File: src/verilog/otp_option_consts.svh
`ifndef OTP_OPTION_CONSTS_SVH
`define OTP_OPTION_CONSTS_SVH

// ------------------------------------------------------------
// option byte layout
// ------------------------------------------------------------
`define OPT_BYTES        7
`define OPT_LAST_ADDR    15'h0006
`define OPT_BLANK        8'hff
`define OPT_IDX_SYS      0
`define OPT_IDX_P1       1
`define OPT_IDX_P3       2
`define OPT_IDX_P4       3
`define OPT_IDX_P7LO     5
`define OPT_IDX_P7HI     6
`define OPT_IDX_P0       6
`define OPT_OSC_LSB      0
`define OPT_POR_BIT      2
`define OPT_RSTPIN_BIT   3
`define OPT_P0LO_BIT     2
`define OPT_P0HI_BIT     3

// ------------------------------------------------------------
// address mapping between programming and single-chip view
// ------------------------------------------------------------
`define PROG_OFFSET      16'h8000

// ------------------------------------------------------------
// stabilization waits in source oscillator periods
// ------------------------------------------------------------
`define OSC_WAIT_CODE0   19'h00010
`define OSC_WAIT_CODE1   19'h04000
`define OSC_WAIT_14      16384
`define OSC_WAIT_17      131072
`define OSC_WAIT_18      262144

`endif

File: src/verilog/otp_option_pkg.sv
package otp_option_pkg;

	// ------------------------------------------------------------
	// decoded configuration
	// ------------------------------------------------------------
	typedef struct packed {
		logic [1:0] oscSel;
		logic       resetPinEn;
		logic       porEn;
		logic [7:0] pull0En;
		logic [7:0] pull1En;
		logic [7:0] pull3En;
		logic [7:0] pull4En;
		logic [6:0] pull7En;
	} cfg_s;

	typedef enum logic [1:0] {
		PH_IDLE,
		PH_WAIT_POR,
		PH_WAIT_STOP
	} phase_e;

	// programmer pins after filtering
	typedef struct packed {
		logic        mode;
		logic        strobeN;
		logic        readN;
		logic        sigReq;
		logic [14:0] addr;
		logic [7:0]  data;
	} prog_pins_s;

endpackage : otp_option_pkg

File: src/verilog/pin_sync3.sv
`timescale 1ns/1ps

// three-stage pin synchronizer; output moves only once stages two and three agree
module pin_sync3 #(
	parameter int WIDTH = 1
) (
	input  wire logic             clk_sys,
	input  wire logic             resetn,
	input  wire logic [WIDTH-1:0] pinIn,
	input  wire logic [WIDTH-1:0] resetVal,
	output logic      [WIDTH-1:0] pinOut
);

	typedef struct packed {
		logic [WIDTH-1:0] s1;
		logic [WIDTH-1:0] s2;
		logic [WIDTH-1:0] s3;
		logic [WIDTH-1:0] out;
	} sync_s;

	sync_s st_ff;
	sync_s nxt_st;

	always_comb begin
		nxt_st    = st_ff;
		nxt_st.s1 = pinIn;
		nxt_st.s2 = st_ff.s1;
		nxt_st.s3 = st_ff.s2;
		for (int i = 0; i < WIDTH; i++) begin
			if (st_ff.s2[i] == st_ff.s3[i]) begin
				nxt_st.out[i] = st_ff.s3[i];
			end
		end
		if (!resetn) begin
			nxt_st = {4{resetVal}};
		end
	end

	always_ff @(posedge clk_sys) begin
		st_ff <= nxt_st;
	end

	assign pinOut = st_ff.out;

endmodule : pin_sync3

File: src/verilog/osc_wait_timer.sv
`timescale 1ns/1ps
`include "otp_option_consts.svh"

// counts the selected number of source oscillator periods after a start pulse
module osc_wait_timer #(
	parameter int WAIT_14 = `OSC_WAIT_14,
	parameter int WAIT_17 = `OSC_WAIT_17,
	parameter int WAIT_18 = `OSC_WAIT_18
) (
	input  wire logic       clk_sys,
	input  wire logic       resetn,
	input  wire logic       start,
	input  wire logic [1:0] sel,
	output logic            done
);

	typedef struct packed {
		logic        busy;
		logic [18:0] cnt;
		logic        done;
	} tmr_s;

	tmr_s st_ff;
	tmr_s nxt_st;
	logic [18:0] limit;

	always_comb begin
		case (sel)
			2'h0:    limit = `OSC_WAIT_CODE0;
			2'h1:    limit = 19'(WAIT_14);
			2'h2:    limit = 19'(WAIT_17);
			default: limit = 19'(WAIT_18);
		endcase
	end

	always_comb begin
		nxt_st      = st_ff;
		nxt_st.done = 1'b0;
		if (start) begin
			// a new start restarts the full wait
			nxt_st.busy = 1'b1;
			nxt_st.cnt  = limit - 19'h00001;
		end else if (st_ff.busy) begin
			if (st_ff.cnt == 19'h00000) begin
				nxt_st.busy = 1'b0;
				nxt_st.done = 1'b1;
			end else begin
				nxt_st.cnt = st_ff.cnt - 19'h00001;
			end
		end
		if (!resetn) begin
			nxt_st = '0;
		end
	end

	always_ff @(posedge clk_sys) begin
		st_ff <= nxt_st;
	end

	assign done = st_ff.done;

endmodule : osc_wait_timer

File: src/verilog/one_time_prog_memory_option_decode.sv
`timescale 1ns/1ps
`include "otp_option_consts.svh"

// ------------------------------------------------------------
// Summary of operation
// - the seven option bytes sit at programming addresses 0000h to 0006h and the programmer writes option data there.
// - in programming mode addresses 0007h to 7FFFh reach single-chip program locations 8007h to FFFFh, offset 8000h.
// - bits 1:0 of option byte 0 pick a wait of 2^4, 2^14, 2^17 or 2^18 oscillator periods for codes 00 to 11.
// - option byte 0 bit 3 high enables the reset pin and bit 2 high enables power-on reset; zero removes each.
// - port pull-up bits attach the pull-up when zero: byte 1 port 1, byte 2 port 3, byte 3 port 4, bytes 5 and 6 port 7.
// - byte 6 bit 2 controls port 0 pins 0 to 3 and bit 3 pins 4 to 7, zero enabling the pull-ups.
// - every option bit is one when blank, so a blank part has no pull-ups, both resets and the longest wait.
// - vacant option bits read back one unless zero was programmed, and the programmer never programs zero there.
// - the selected wait is applied after power-on reset and on wake-up from stop, also with an external clock.
// - programming mode has no signature read and the programmer must not rely on one.
// ------------------------------------------------------------
module one_time_prog_memory_option_decode #(
	parameter int WAIT_14 = `OSC_WAIT_14,
	parameter int WAIT_17 = `OSC_WAIT_17,
	parameter int WAIT_18 = `OSC_WAIT_18
) (
	input  wire logic        clk_sys,
	input  wire logic        resetn,
	// cell array blank state (erase of the one-time array)
	input  wire logic        otpBlankn,
	// programmer pins
	input  wire logic        progModePin,
	input  wire logic        progStrobePinN,
	input  wire logic        progReadPinN,
	input  wire logic        progSigReqPin,
	input  wire logic [14:0] progAddrPin,
	input  wire logic [7:0]  progDataPinIn,
	output logic      [7:0]  progDataPinOut,
	output logic             progDataPinOe,
	// program array beyond the option bytes
	output logic      [15:0] memAddr,
	output logic      [7:0]  memWdata,
	output logic             memWe,
	output logic             memRe,
	input  wire logic [7:0]  memRdata,
	// reset and clock logic
	input  wire logic        resetPinN,
	input  wire logic        powerOnPin,
	input  wire logic        stopWake,
	output logic             resetReq,
	output logic             oscStable,
	output logic      [1:0]  oscWaitSel,
	output logic             resetPinEn,
	output logic             porEn,
	// pad pull-up enables, high attaches the resistor
	output logic      [7:0]  pull0En,
	output logic      [7:0]  pull1En,
	output logic      [7:0]  pull3En,
	output logic      [7:0]  pull4En,
	output logic      [6:0]  pull7En
);

	// ------------------------------------------------------------
	// state
	// ------------------------------------------------------------
	typedef struct packed {
		logic [`OPT_BYTES-1:0][7:0] optMem;
		otp_option_pkg::cfg_s       cfg;
		otp_option_pkg::phase_e     phase;
		logic                       strobePrev;
		logic                       porPrev;
		logic                       rdFromOpt;
		logic [2:0]                 rdIdx;
		logic                       rdSig;
		logic [15:0]                memAddr;
		logic [7:0]                 memWdata;
		logic                       memWe;
		logic                       memRe;
		logic [7:0]                 progDataOut;
		logic                       progDataOe;
		logic                       resetReq;
		logic                       oscStable;
		logic                       waitStart;
	} state_s;

	state_s                    st_ff;
	state_s                    nxt_st;
	otp_option_pkg::prog_pins_s pins;
	logic [1:0]                ctlSync;
	logic                      waitDone;

	// ------------------------------------------------------------
	// pin synchronizers
	// ------------------------------------------------------------
	pin_sync3 #(
		.WIDTH($bits(otp_option_pkg::prog_pins_s))
	) u_prog_sync (
		.clk_sys (clk_sys),
		.resetn  (resetn),
		.pinIn   ({progModePin, progStrobePinN, progReadPinN, progSigReqPin,
		            progAddrPin, progDataPinIn}),
		.resetVal({1'b0, 1'b1, 1'b1, 1'b0, 15'h0000, 8'h00}),
		.pinOut  (pins)
	);

	pin_sync3 #(
		.WIDTH(2)
	) u_ctl_sync (
		.clk_sys (clk_sys),
		.resetn  (resetn),
		.pinIn   ({resetPinN, powerOnPin}),
		.resetVal(2'h2),
		.pinOut  (ctlSync)
	);

	osc_wait_timer #(
		.WAIT_14(WAIT_14),
		.WAIT_17(WAIT_17),
		.WAIT_18(WAIT_18)
	) u_wait (
		.clk_sys(clk_sys),
		.resetn (resetn),
		.start  (st_ff.waitStart),
		.sel    (st_ff.cfg.oscSel),
		.done   (waitDone)
	);

	// ------------------------------------------------------------
	// option decode
	// ------------------------------------------------------------
	function automatic otp_option_pkg::cfg_s decode(
		input logic [`OPT_BYTES-1:0][7:0] m
	);
		otp_option_pkg::cfg_s c;
		logic [7:0] p1;
		logic [7:0] p4;
		c            = '0;
		c.oscSel     = m[`OPT_IDX_SYS][`OPT_OSC_LSB +: 2];
		c.resetPinEn = m[`OPT_IDX_SYS][`OPT_RSTPIN_BIT];
		c.porEn      = m[`OPT_IDX_SYS][`OPT_POR_BIT];
		// pins without an option bit never get a pull-up; vacant bits are ignored
		p1           = ~m[`OPT_IDX_P1];
		p1[7:6]      = 2'h0;
		p1[2]        = 1'b0;
		c.pull1En    = p1;
		c.pull3En    = ~m[`OPT_IDX_P3];
		p4           = ~m[`OPT_IDX_P4];
		p4[4]        = 1'b0;
		c.pull4En    = p4;
		c.pull7En    = {~m[`OPT_IDX_P7HI][1:0], ~m[`OPT_IDX_P7LO][4:0]};
		c.pull0En    = {{4{~m[`OPT_IDX_P0][`OPT_P0HI_BIT]}},
		                {4{~m[`OPT_IDX_P0][`OPT_P0LO_BIT]}}};
		return c;
	endfunction : decode

	// ------------------------------------------------------------
	// next state
	// ------------------------------------------------------------
	always_comb begin
		logic        strobeFall;
		logic        porRise;
		logic        isOpt;
		logic [15:0] chipAddr;
		strobeFall = 1'b0;
		porRise    = 1'b0;
		isOpt      = 1'b0;
		chipAddr   = 16'h0000;

		nxt_st            = st_ff;
		nxt_st.memWe      = 1'b0;
		nxt_st.memRe      = 1'b0;
		nxt_st.waitStart  = 1'b0;
		nxt_st.strobePrev = pins.strobeN;
		nxt_st.porPrev    = ctlSync[0];

		strobeFall = st_ff.strobePrev & ~pins.strobeN;
		porRise    = ~st_ff.porPrev & ctlSync[0];
		isOpt      = pins.addr <= `OPT_LAST_ADDR;
		chipAddr   = `PROG_OFFSET | {1'b0, pins.addr};

		// programming port
		if (pins.mode && strobeFall) begin
			if (isOpt) begin
				// one-time cells only move from one to zero
				nxt_st.optMem[pins.addr[2:0]] = st_ff.optMem[pins.addr[2:0]]
				                                & pins.data;
			end else begin
				nxt_st.memWe    = 1'b1;
				nxt_st.memAddr  = chipAddr;
				nxt_st.memWdata = pins.data;
			end
		end else if (pins.mode && !pins.readN) begin
			nxt_st.memRe     = ~isOpt;
			nxt_st.memAddr   = chipAddr;
			nxt_st.rdFromOpt = isOpt;
			nxt_st.rdIdx     = pins.addr[2:0];
			nxt_st.rdSig     = pins.sigReq;
		end
		nxt_st.progDataOe = pins.mode & ~pins.readN;
		// no signature table exists; a signature query gets blank data
		if (st_ff.rdSig) begin
			nxt_st.progDataOut = `OPT_BLANK;
		end else if (st_ff.rdFromOpt) begin
			// vacant bits return the stored value, one unless programmed
			nxt_st.progDataOut = st_ff.optMem[st_ff.rdIdx];
		end else begin
			nxt_st.progDataOut = memRdata;
		end

		// stabilization wait sequencing
		case (st_ff.phase)
			otp_option_pkg::PH_IDLE: begin
				if (st_ff.cfg.porEn && porRise) begin
					nxt_st.phase     = otp_option_pkg::PH_WAIT_POR;
					nxt_st.waitStart = 1'b1;
				end else if (stopWake) begin
					nxt_st.phase     = otp_option_pkg::PH_WAIT_STOP;
					nxt_st.waitStart = 1'b1;
				end
			end
			otp_option_pkg::PH_WAIT_POR,
			otp_option_pkg::PH_WAIT_STOP: begin
				if (waitDone) begin
					nxt_st.phase = otp_option_pkg::PH_IDLE;
				end
			end
			default: begin
				nxt_st.phase = otp_option_pkg::PH_IDLE;
			end
		endcase
		nxt_st.oscStable = nxt_st.phase == otp_option_pkg::PH_IDLE;
		// reset pin only asserts reset when its function is fitted
		nxt_st.resetReq  = (st_ff.cfg.resetPinEn & ~ctlSync[1])
		                   | (nxt_st.phase == otp_option_pkg::PH_WAIT_POR);

		if (!otpBlankn) begin
			nxt_st.optMem = {`OPT_BYTES{`OPT_BLANK}};
		end

		// options follow the array only while reset is held; frozen when running
		if (!resetn) begin
			nxt_st.cfg         = decode(st_ff.optMem);
			nxt_st.phase       = otp_option_pkg::PH_IDLE;
			nxt_st.strobePrev  = 1'b1;
			nxt_st.porPrev     = 1'b0;
			nxt_st.rdFromOpt   = 1'b0;
			nxt_st.rdIdx       = 3'h0;
			nxt_st.rdSig       = 1'b0;
			nxt_st.memAddr     = 16'h0000;
			nxt_st.memWdata    = 8'h00;
			nxt_st.memWe       = 1'b0;
			nxt_st.memRe       = 1'b0;
			nxt_st.progDataOut = 8'h00;
			nxt_st.progDataOe  = 1'b0;
			nxt_st.resetReq    = 1'b1;
			nxt_st.oscStable   = 1'b1;
			nxt_st.waitStart   = 1'b0;
		end
	end

	// the array is not cleared by reset: it models non-volatile cells
	always_ff @(posedge clk_sys) begin
		st_ff <= nxt_st;
	end

	// ------------------------------------------------------------
	// outputs
	// ------------------------------------------------------------
	assign progDataPinOut = st_ff.progDataOut;
	assign progDataPinOe  = st_ff.progDataOe;
	assign memAddr        = st_ff.memAddr;
	assign memWdata       = st_ff.memWdata;
	assign memWe          = st_ff.memWe;
	assign memRe          = st_ff.memRe;
	assign resetReq       = st_ff.resetReq;
	assign oscStable      = st_ff.oscStable;
	assign oscWaitSel     = st_ff.cfg.oscSel;
	assign resetPinEn     = st_ff.cfg.resetPinEn;
	assign porEn          = st_ff.cfg.porEn;
	assign pull0En        = st_ff.cfg.pull0En;
	assign pull1En        = st_ff.cfg.pull1En;
	assign pull3En        = st_ff.cfg.pull3En;
	assign pull4En        = st_ff.cfg.pull4En;
	assign pull7En        = st_ff.cfg.pull7En;

endmodule : one_time_prog_memory_option_decode

File: config.mk
export PLATFORM = sky130hd
export DESIGN_NAME = one_time_prog_memory_option_decode
export DESIGN_NICKNAME = d
export VERILOG_FILES = /design/src/verilog/otp_option_pkg.sv /design/src/verilog/pin_sync3.sv /design/src/verilog/osc_wait_timer.sv /design/src/verilog/one_time_prog_memory_option_decode.sv
export VERILOG_INCLUDE_DIRS = /design/src /design/src/verilog
export SDC_FILE = /design/constraint.sdc
export NUM_CORES = 1
export LEC_CHECK = 0
export BUFFER_PORTS_ARGS = -buffer_cell sky130_fd_sc_hd__buf_2
export CELL_PAD_IN_SITES_DETAIL_PLACEMENT = 0
export CELL_PAD_IN_SITES_GLOBAL_PLACEMENT = 1
export CORE_AREA = 2 2 155 157
export DETAILED_ROUTE_END_ITERATION = 8
export DIE_AREA = 0 0 157 159
export PLACE_DENSITY = 0.87
export SLEW_MARGIN = 40
export SYNTH_ARGS = -nofsm -noshare
export SYNTH_HDL_FRONTEND = slang
export SYNTH_SLANG_ARGS = --single-unit
File: constraint.sdc
create_clock -name clk_sys -period 4.92 [get_ports clk_sys]
set_clock_uncertainty 0.2 [all_clocks]
set_input_delay 0 -clock clk_sys [delete_from_list [all_inputs] [get_ports clk_sys]]
set_output_delay 0 -clock clk_sys [all_outputs]
set_load 0.005 [all_outputs]
* Yosys cells after proc, flatten, opt, wreduce, memory -nomap -nowiden
Index checks and enable logic that the tools add are counted.
Word-level totals: word-level logic and storage cells 177, output and inout bits 80, flip-flop bits (word level) 276
Operators by class: bitwise logic cells 22, mux-type cells 24, $lt $le $gt $ge 4, add/sub/neg operators 2, equal/unequal tests 36, reductions and logical operators 21
Operator list (number):
- 19-bit one-hot mux with 3 select lines | 1
- 56-bit bitwise mux | 1
- 8-bit binary-select mux with 3-bit select | 2
- 8-bit two-way mux | 5
- 19-bit by 1-bit subtractor with 19-bit output, second input constant | 2
- 16-bit two-way mux | 2
- 1-bit equality test | 29
- 25-bit two-way mux | 1
- 8-bit demux with 3-bit select | 1
- 21-bit two-way mux | 1
- 20-bit two-way mux | 1
- 19-bit zero test | 1
- 19-bit two-way mux | 1
- 8-bit inverter | 2
- 15-bit by 3-bit <= comparator with 1-bit output, second input constant | 1
- 2-bit AND reduction | 7
- 1-bit inverter | 11
- 8-bit bitwise AND | 1
- 3-bit by 4-bit less-than comparator with 1-bit output, second input constant | 2
- 2-bit by 1-bit equality test with 1-bit output, second input constant | 3
- 2-bit zero test | 3
- 2-bit two-way mux | 3
- 6-bit inverter | 1
- 3-bit OR reduction | 2
- 13 further kinds | 25

* Logic depth before layout (Yosys ltp)
depth in word-level cells 7, gate-level depth with buffers 7, depth with buffers taken out 6

* By module
A second synthesis with hierarchy kept.
Unflattened totals: cells, all modules 1281, area, all modules 12577.1 sq um
Modules (own cells, without submodules):
- one_time_prog_memory_option_decode | area an instance 6821.5 sq um, times used 1, cells each 655, seq. area each 3052.9 sq um
- pin_sync3 at u_prog_sync | area an instance 4219.0 sq um, times used 1, cells each 450, seq. area each 2432.3 sq um
- osc_wait_timer | area an instance 1227.4 sq um, times used 1, cells each 143, seq. area each 420.4 sq um
- pin_sync3 at u_ctl_sync | area an instance 309.0 sq um, times used 1, cells each 33, seq. area each 180.2 sq um

* Least setup slack after synthesis
No wires, ideal clock.
kind reg2reg, start point reg u_prog_sync.st_ff, in the netlist u_prog_sync.pinOut[19], end point reg st_ff, in the netlist memAddr[11], cell stages (with the launch flop) 6, library setup time 0.195 ns, path slack 2.822 ns, data required time 4.525 ns, data arrival time 1.703 ns, path buffers 1, period minus slack after synthesis 2.098 ns, cell sequence dfxtp_1 -> or4_4 -> o41a_1 -> buf_2 -> o21ai_1 -> a21oi_1
Between the ends: longest elaborated chain between the ends 3, elaborated cells between the ends (all ways) 6
RTL lines:
- start: declaration | RTL line pin_sync3.sv:21 | sync_s st_ff;
- start signal: assignment | RTL line pin_sync3.sv:40 | st_ff <= nxt_st;
- 15-bit by 3-bit <= comparator with 1-bit output (no source line)
- 2-bit != test (no source line)
- 2-bit AND reduction (no source line)
- end signal: assignment | RTL line one_time_prog_memory_option_decode.sv:258 | st_ff <= nxt_st;
- end: declaration | RTL line one_time_prog_memory_option_decode.sv:81 | state_s st_ff;
Several ways; a longest one is shown, not always the timed one. The select of a mux whose other input is x is not followed. A chain may end at the register's enable or synchronous reset.

* Worst setup path in the final report
start point reg u_prog_sync.st_ff, in the netlist u_prog_sync.pinOut[15], end point reg st_ff[143] in the netlist's numbering
Between the ends: longest elaborated chain between the ends 2
RTL lines:
- 15-bit by 3-bit <= comparator with 1-bit output (no source line)
- 2-bit AND reduction (no source line)
Every way passes these cells.

==> out/qor.yml <==
floorplan:
  ioPinCount: 121
  num_rows: 56
  die_h_um: 159
  die_area_mm2: 0.0250
  placeableCoreArea_mm2: 0.0232
  fp.dieW_um: 157
  start_util: 0.482
critical_path:
  startpoint: "u_prog_sync.pinOut[15]$_SDFFE_PN0N_"
  worst_ep_arrival_time_ns: 3.26
  cp_max_fo: 18
  cp-end-kind: "flop"
  required_ns: 5.16
  worstSetupStartpointType: "flop"
  r2r_start: "u_prog_sync.pinOut[15]$_SDFFE_PN0N_"
  critPathKind: "flop to flop"
timing:
  fmax_mhz: 331
  finalSetupTns_ns: 0
  slew_headroom: 0.437
  tightest_slew_ns: 0.842
  post-route-period-util: 0.614
  rsz0062_at_grt: "false"
  period_minus_slack_ns: 3.02
  hold_viol: 0
  finalMaxSlewViolations: 0
  layout_setup_ws_ns: 1.90
  setup_viol: 0
synth:
  ys_seq_elements: 273
  synthMuxAreaShare: 0.0540
  synth_xor_area_frac: 0
  synth_compound_area_frac: 0.172
  yosysTopAreaCell: "dfxtp_1"
  synth_edf_count: 33
  synth_top_family_by_area: "compound AO/OA/AOI/OAI gates"
  syn_area_per_cell_um2: 9.95
  syn-instance-count: 1124
  ys_top_cells_by_count: "dfxtp_1, o21ai_0, and2_1, nand2_1, buf_4"
  synthTopCellsByArea: "dfxtp_1, edfxtp_1, buf_4"
  yosysSeqAreaShare: 0.518
  yosysUniqueCellTypes: 79
  synth.cell_area_mm2: 0.0112
  post-synth-top-count-cell: "dfxtp_1"
  synthAdderAreaFrac: 0.00559
  yosys_warnings: 0
  synth_top_cell_area_share: 0.430
  synth-async-reset-ratio: 0
  synth_top_flop_cell: "dfxtp_1"
  synthSimpleGateAreaFrac: 0.159
drt:
  routed_wl_um: 26600
  vias: 8560
  via_per_inst: 5.51
  ant_nets: 0
  wl_per_cell_um: 17.1
  drt_first_pass_iters: 6
  drc: 0
  drt_iter0_drc: 748
final_layout:
  antenna_cells: 0
  syn_to_final_growth_pct: 16.9
  nets: 1259
  drive_gt1_frac: 0.174
placement:
  place.gp.congestion: 0.865
  port-buffer-count: 116
  dp_hpwl_um: 17400
  dp_slack_ns: 2.00
clock_network:
  cts_buffer_depth: 3
  htree_levels: 1
  cts_tree: "done"
  cts_resized: 0
  cts_buffers: 28
  clk_pin_slew_ns: 0.06
  cts_sinks: 273
  insertion_delay_ns: 0.54
  clock_tree.root_cell: "clkbuf_16"
global_route:
  grtUsageMet2: 0.325
  grt_pass1_vias: 7921
  grtUsageTotal: 0.208
  use_met1: 0.296
  grt_start_max_net_pins: 70
  met3_usage: 0.0310
  busiest_layer: "met2"
  grt_pass1_wl_um: 42100
  antenna_found_initial: 1
  grt_overflow: 0
hold_path:
  hold_start: "progDataPinIn[5]"
  hp-class: "input pin to flop"
pwr:
  vdd.ir_drop.worst_mv: 0.229
  power.leakage_uw: 0.00513
  p_per_area_mw_per_mm2: 364
job:
  maxCapViolations: 0
outcome:
  status: "finished clean"
[area by class of cell]
| type | instances | area [µm²] |
|---|---|---|
| Clock inverter | 12 | 119 |
| Timing Repair Buffer | 197 | 1380 |
| Inverter | 44 | 166 |
| Multi-Input combinational cell | 669 | 4400 |
| Fill cell | 2035 | 10100 |
| Tap cell | 319 | 399 |
| Clock buffer | 40 | 817 |
| Sequential cell | 273 | 5800 |
[layout by cell type (no fill, tap or decap), types with 13 or more instances in the layout]
| cell type | n |
|---|---|
| mux2i_1 | 30 |
| inv_1 | 41 |
| o21ai_0 | 103 |
| dlygate4sd3_1 | 70 |
| clkbuf_16 | 29 |
| o211ai_1 | 42 |
| mux4_2 | 13 |
| nor2_1 | 28 |
| nand4_1 | 13 |
| buf_2 | 115 |
| o311ai_0 | 20 |
| dfxtp_1 | 238 |
| nand2_1 | 75 |
| and2_1 | 80 |
| nand2b_1 | 21 |
| nor3_1 | 14 |
| nand3_1 | 26 |
| a21oi_1 | 62 |
| edfxtp_1 | 33 |
[critical path: stages, from the launching register on]
cell,delay [ns]
dfxtp_1,0.34
nor4_1,0.63
nand4_1,0.83
or2_0,0.59
o311ai_0,0.32
[final timing paths]
check / to / slack, ns / depth (start not counted)
worst min register to register: u_ctl_sync.st_ff[5]$_SDFF_PN1_ / 0.20 / 1
worst max register to register: st_ff[143]$_SDFFE_PN1P_ / 1.90 / 4
worst max-delay path: st_ff[143]$_SDFFE_PN1P_ / 1.90 / 4
worst min-delay path: u_prog_sync.st_ff[86]$_SDFF_PN0_ / 0.03 / 3
[state kept, by name (all words and copies together), names as in the netlist, 5 cells and up]
| register | cells |
|---|---|
| st_ff | 66 |
| pull3En | 8 |
| u_ctl_sync.st_ff | 6 |
| u_prog_sync.pinOut | 27 |
| pull1En | 5 |
| memAddr | 16 |
| memWdata | 8 |
| pull4En | 7 |
| progDataPinOut | 8 |
| u_wait.st_ff | 20 |
| pull7En | 7 |
| u_prog_sync.st_ff | 81 |
[metal layers]
layer	vias up	wire, µm
li1	4141	-
met1	4066	11900
met2	307	12100
met3	46	1770
met4	0	716
met5	-	0
[cell families (layout without fill, tap and decap cells)]
kind of cell    after synthesis  count (layout)
simple gates                317             317
compound gates              299             299
flops                       273             273
buf+inv                     185             293
mux                          44              44
fa+ha+maj                     5               5
other cells                   1               4
[timing repair]
item,4_1_cts,5_1_grt
setup buffers,0,0
endpoints found under the hold margin,149,0
hold buffers,70,0
[report_power, final]
part / switching [µW] / internal, µW / total (µW) / leakage, µW
combinational: 146 / 131 / 278 / 0.00238
sequential: 47.2 / 2310 / 2360 / 0.00229
clock: 859 / 1260 / 2120 / 0.000462
total: 1050 / 3700 / 4760 / 0.00513
[metrics by stage]
stage	total power (µW)	utilization	instance area, µm²	instances	hold slack [ns]
floorplan	2580	-	11200	1127	-0.0985
global placement	2640	0.492	11400	1430	-0.0207
detailed placement	2640	0.493	11400	1431	-0.0165
CTS	4790	0.563	13100	1553	0.00654
global route	4930	0.564	13100	1554	0.0439
finish	4760	0.564	13100	1554	0.0311
Power figures use the tool's default switching activity.
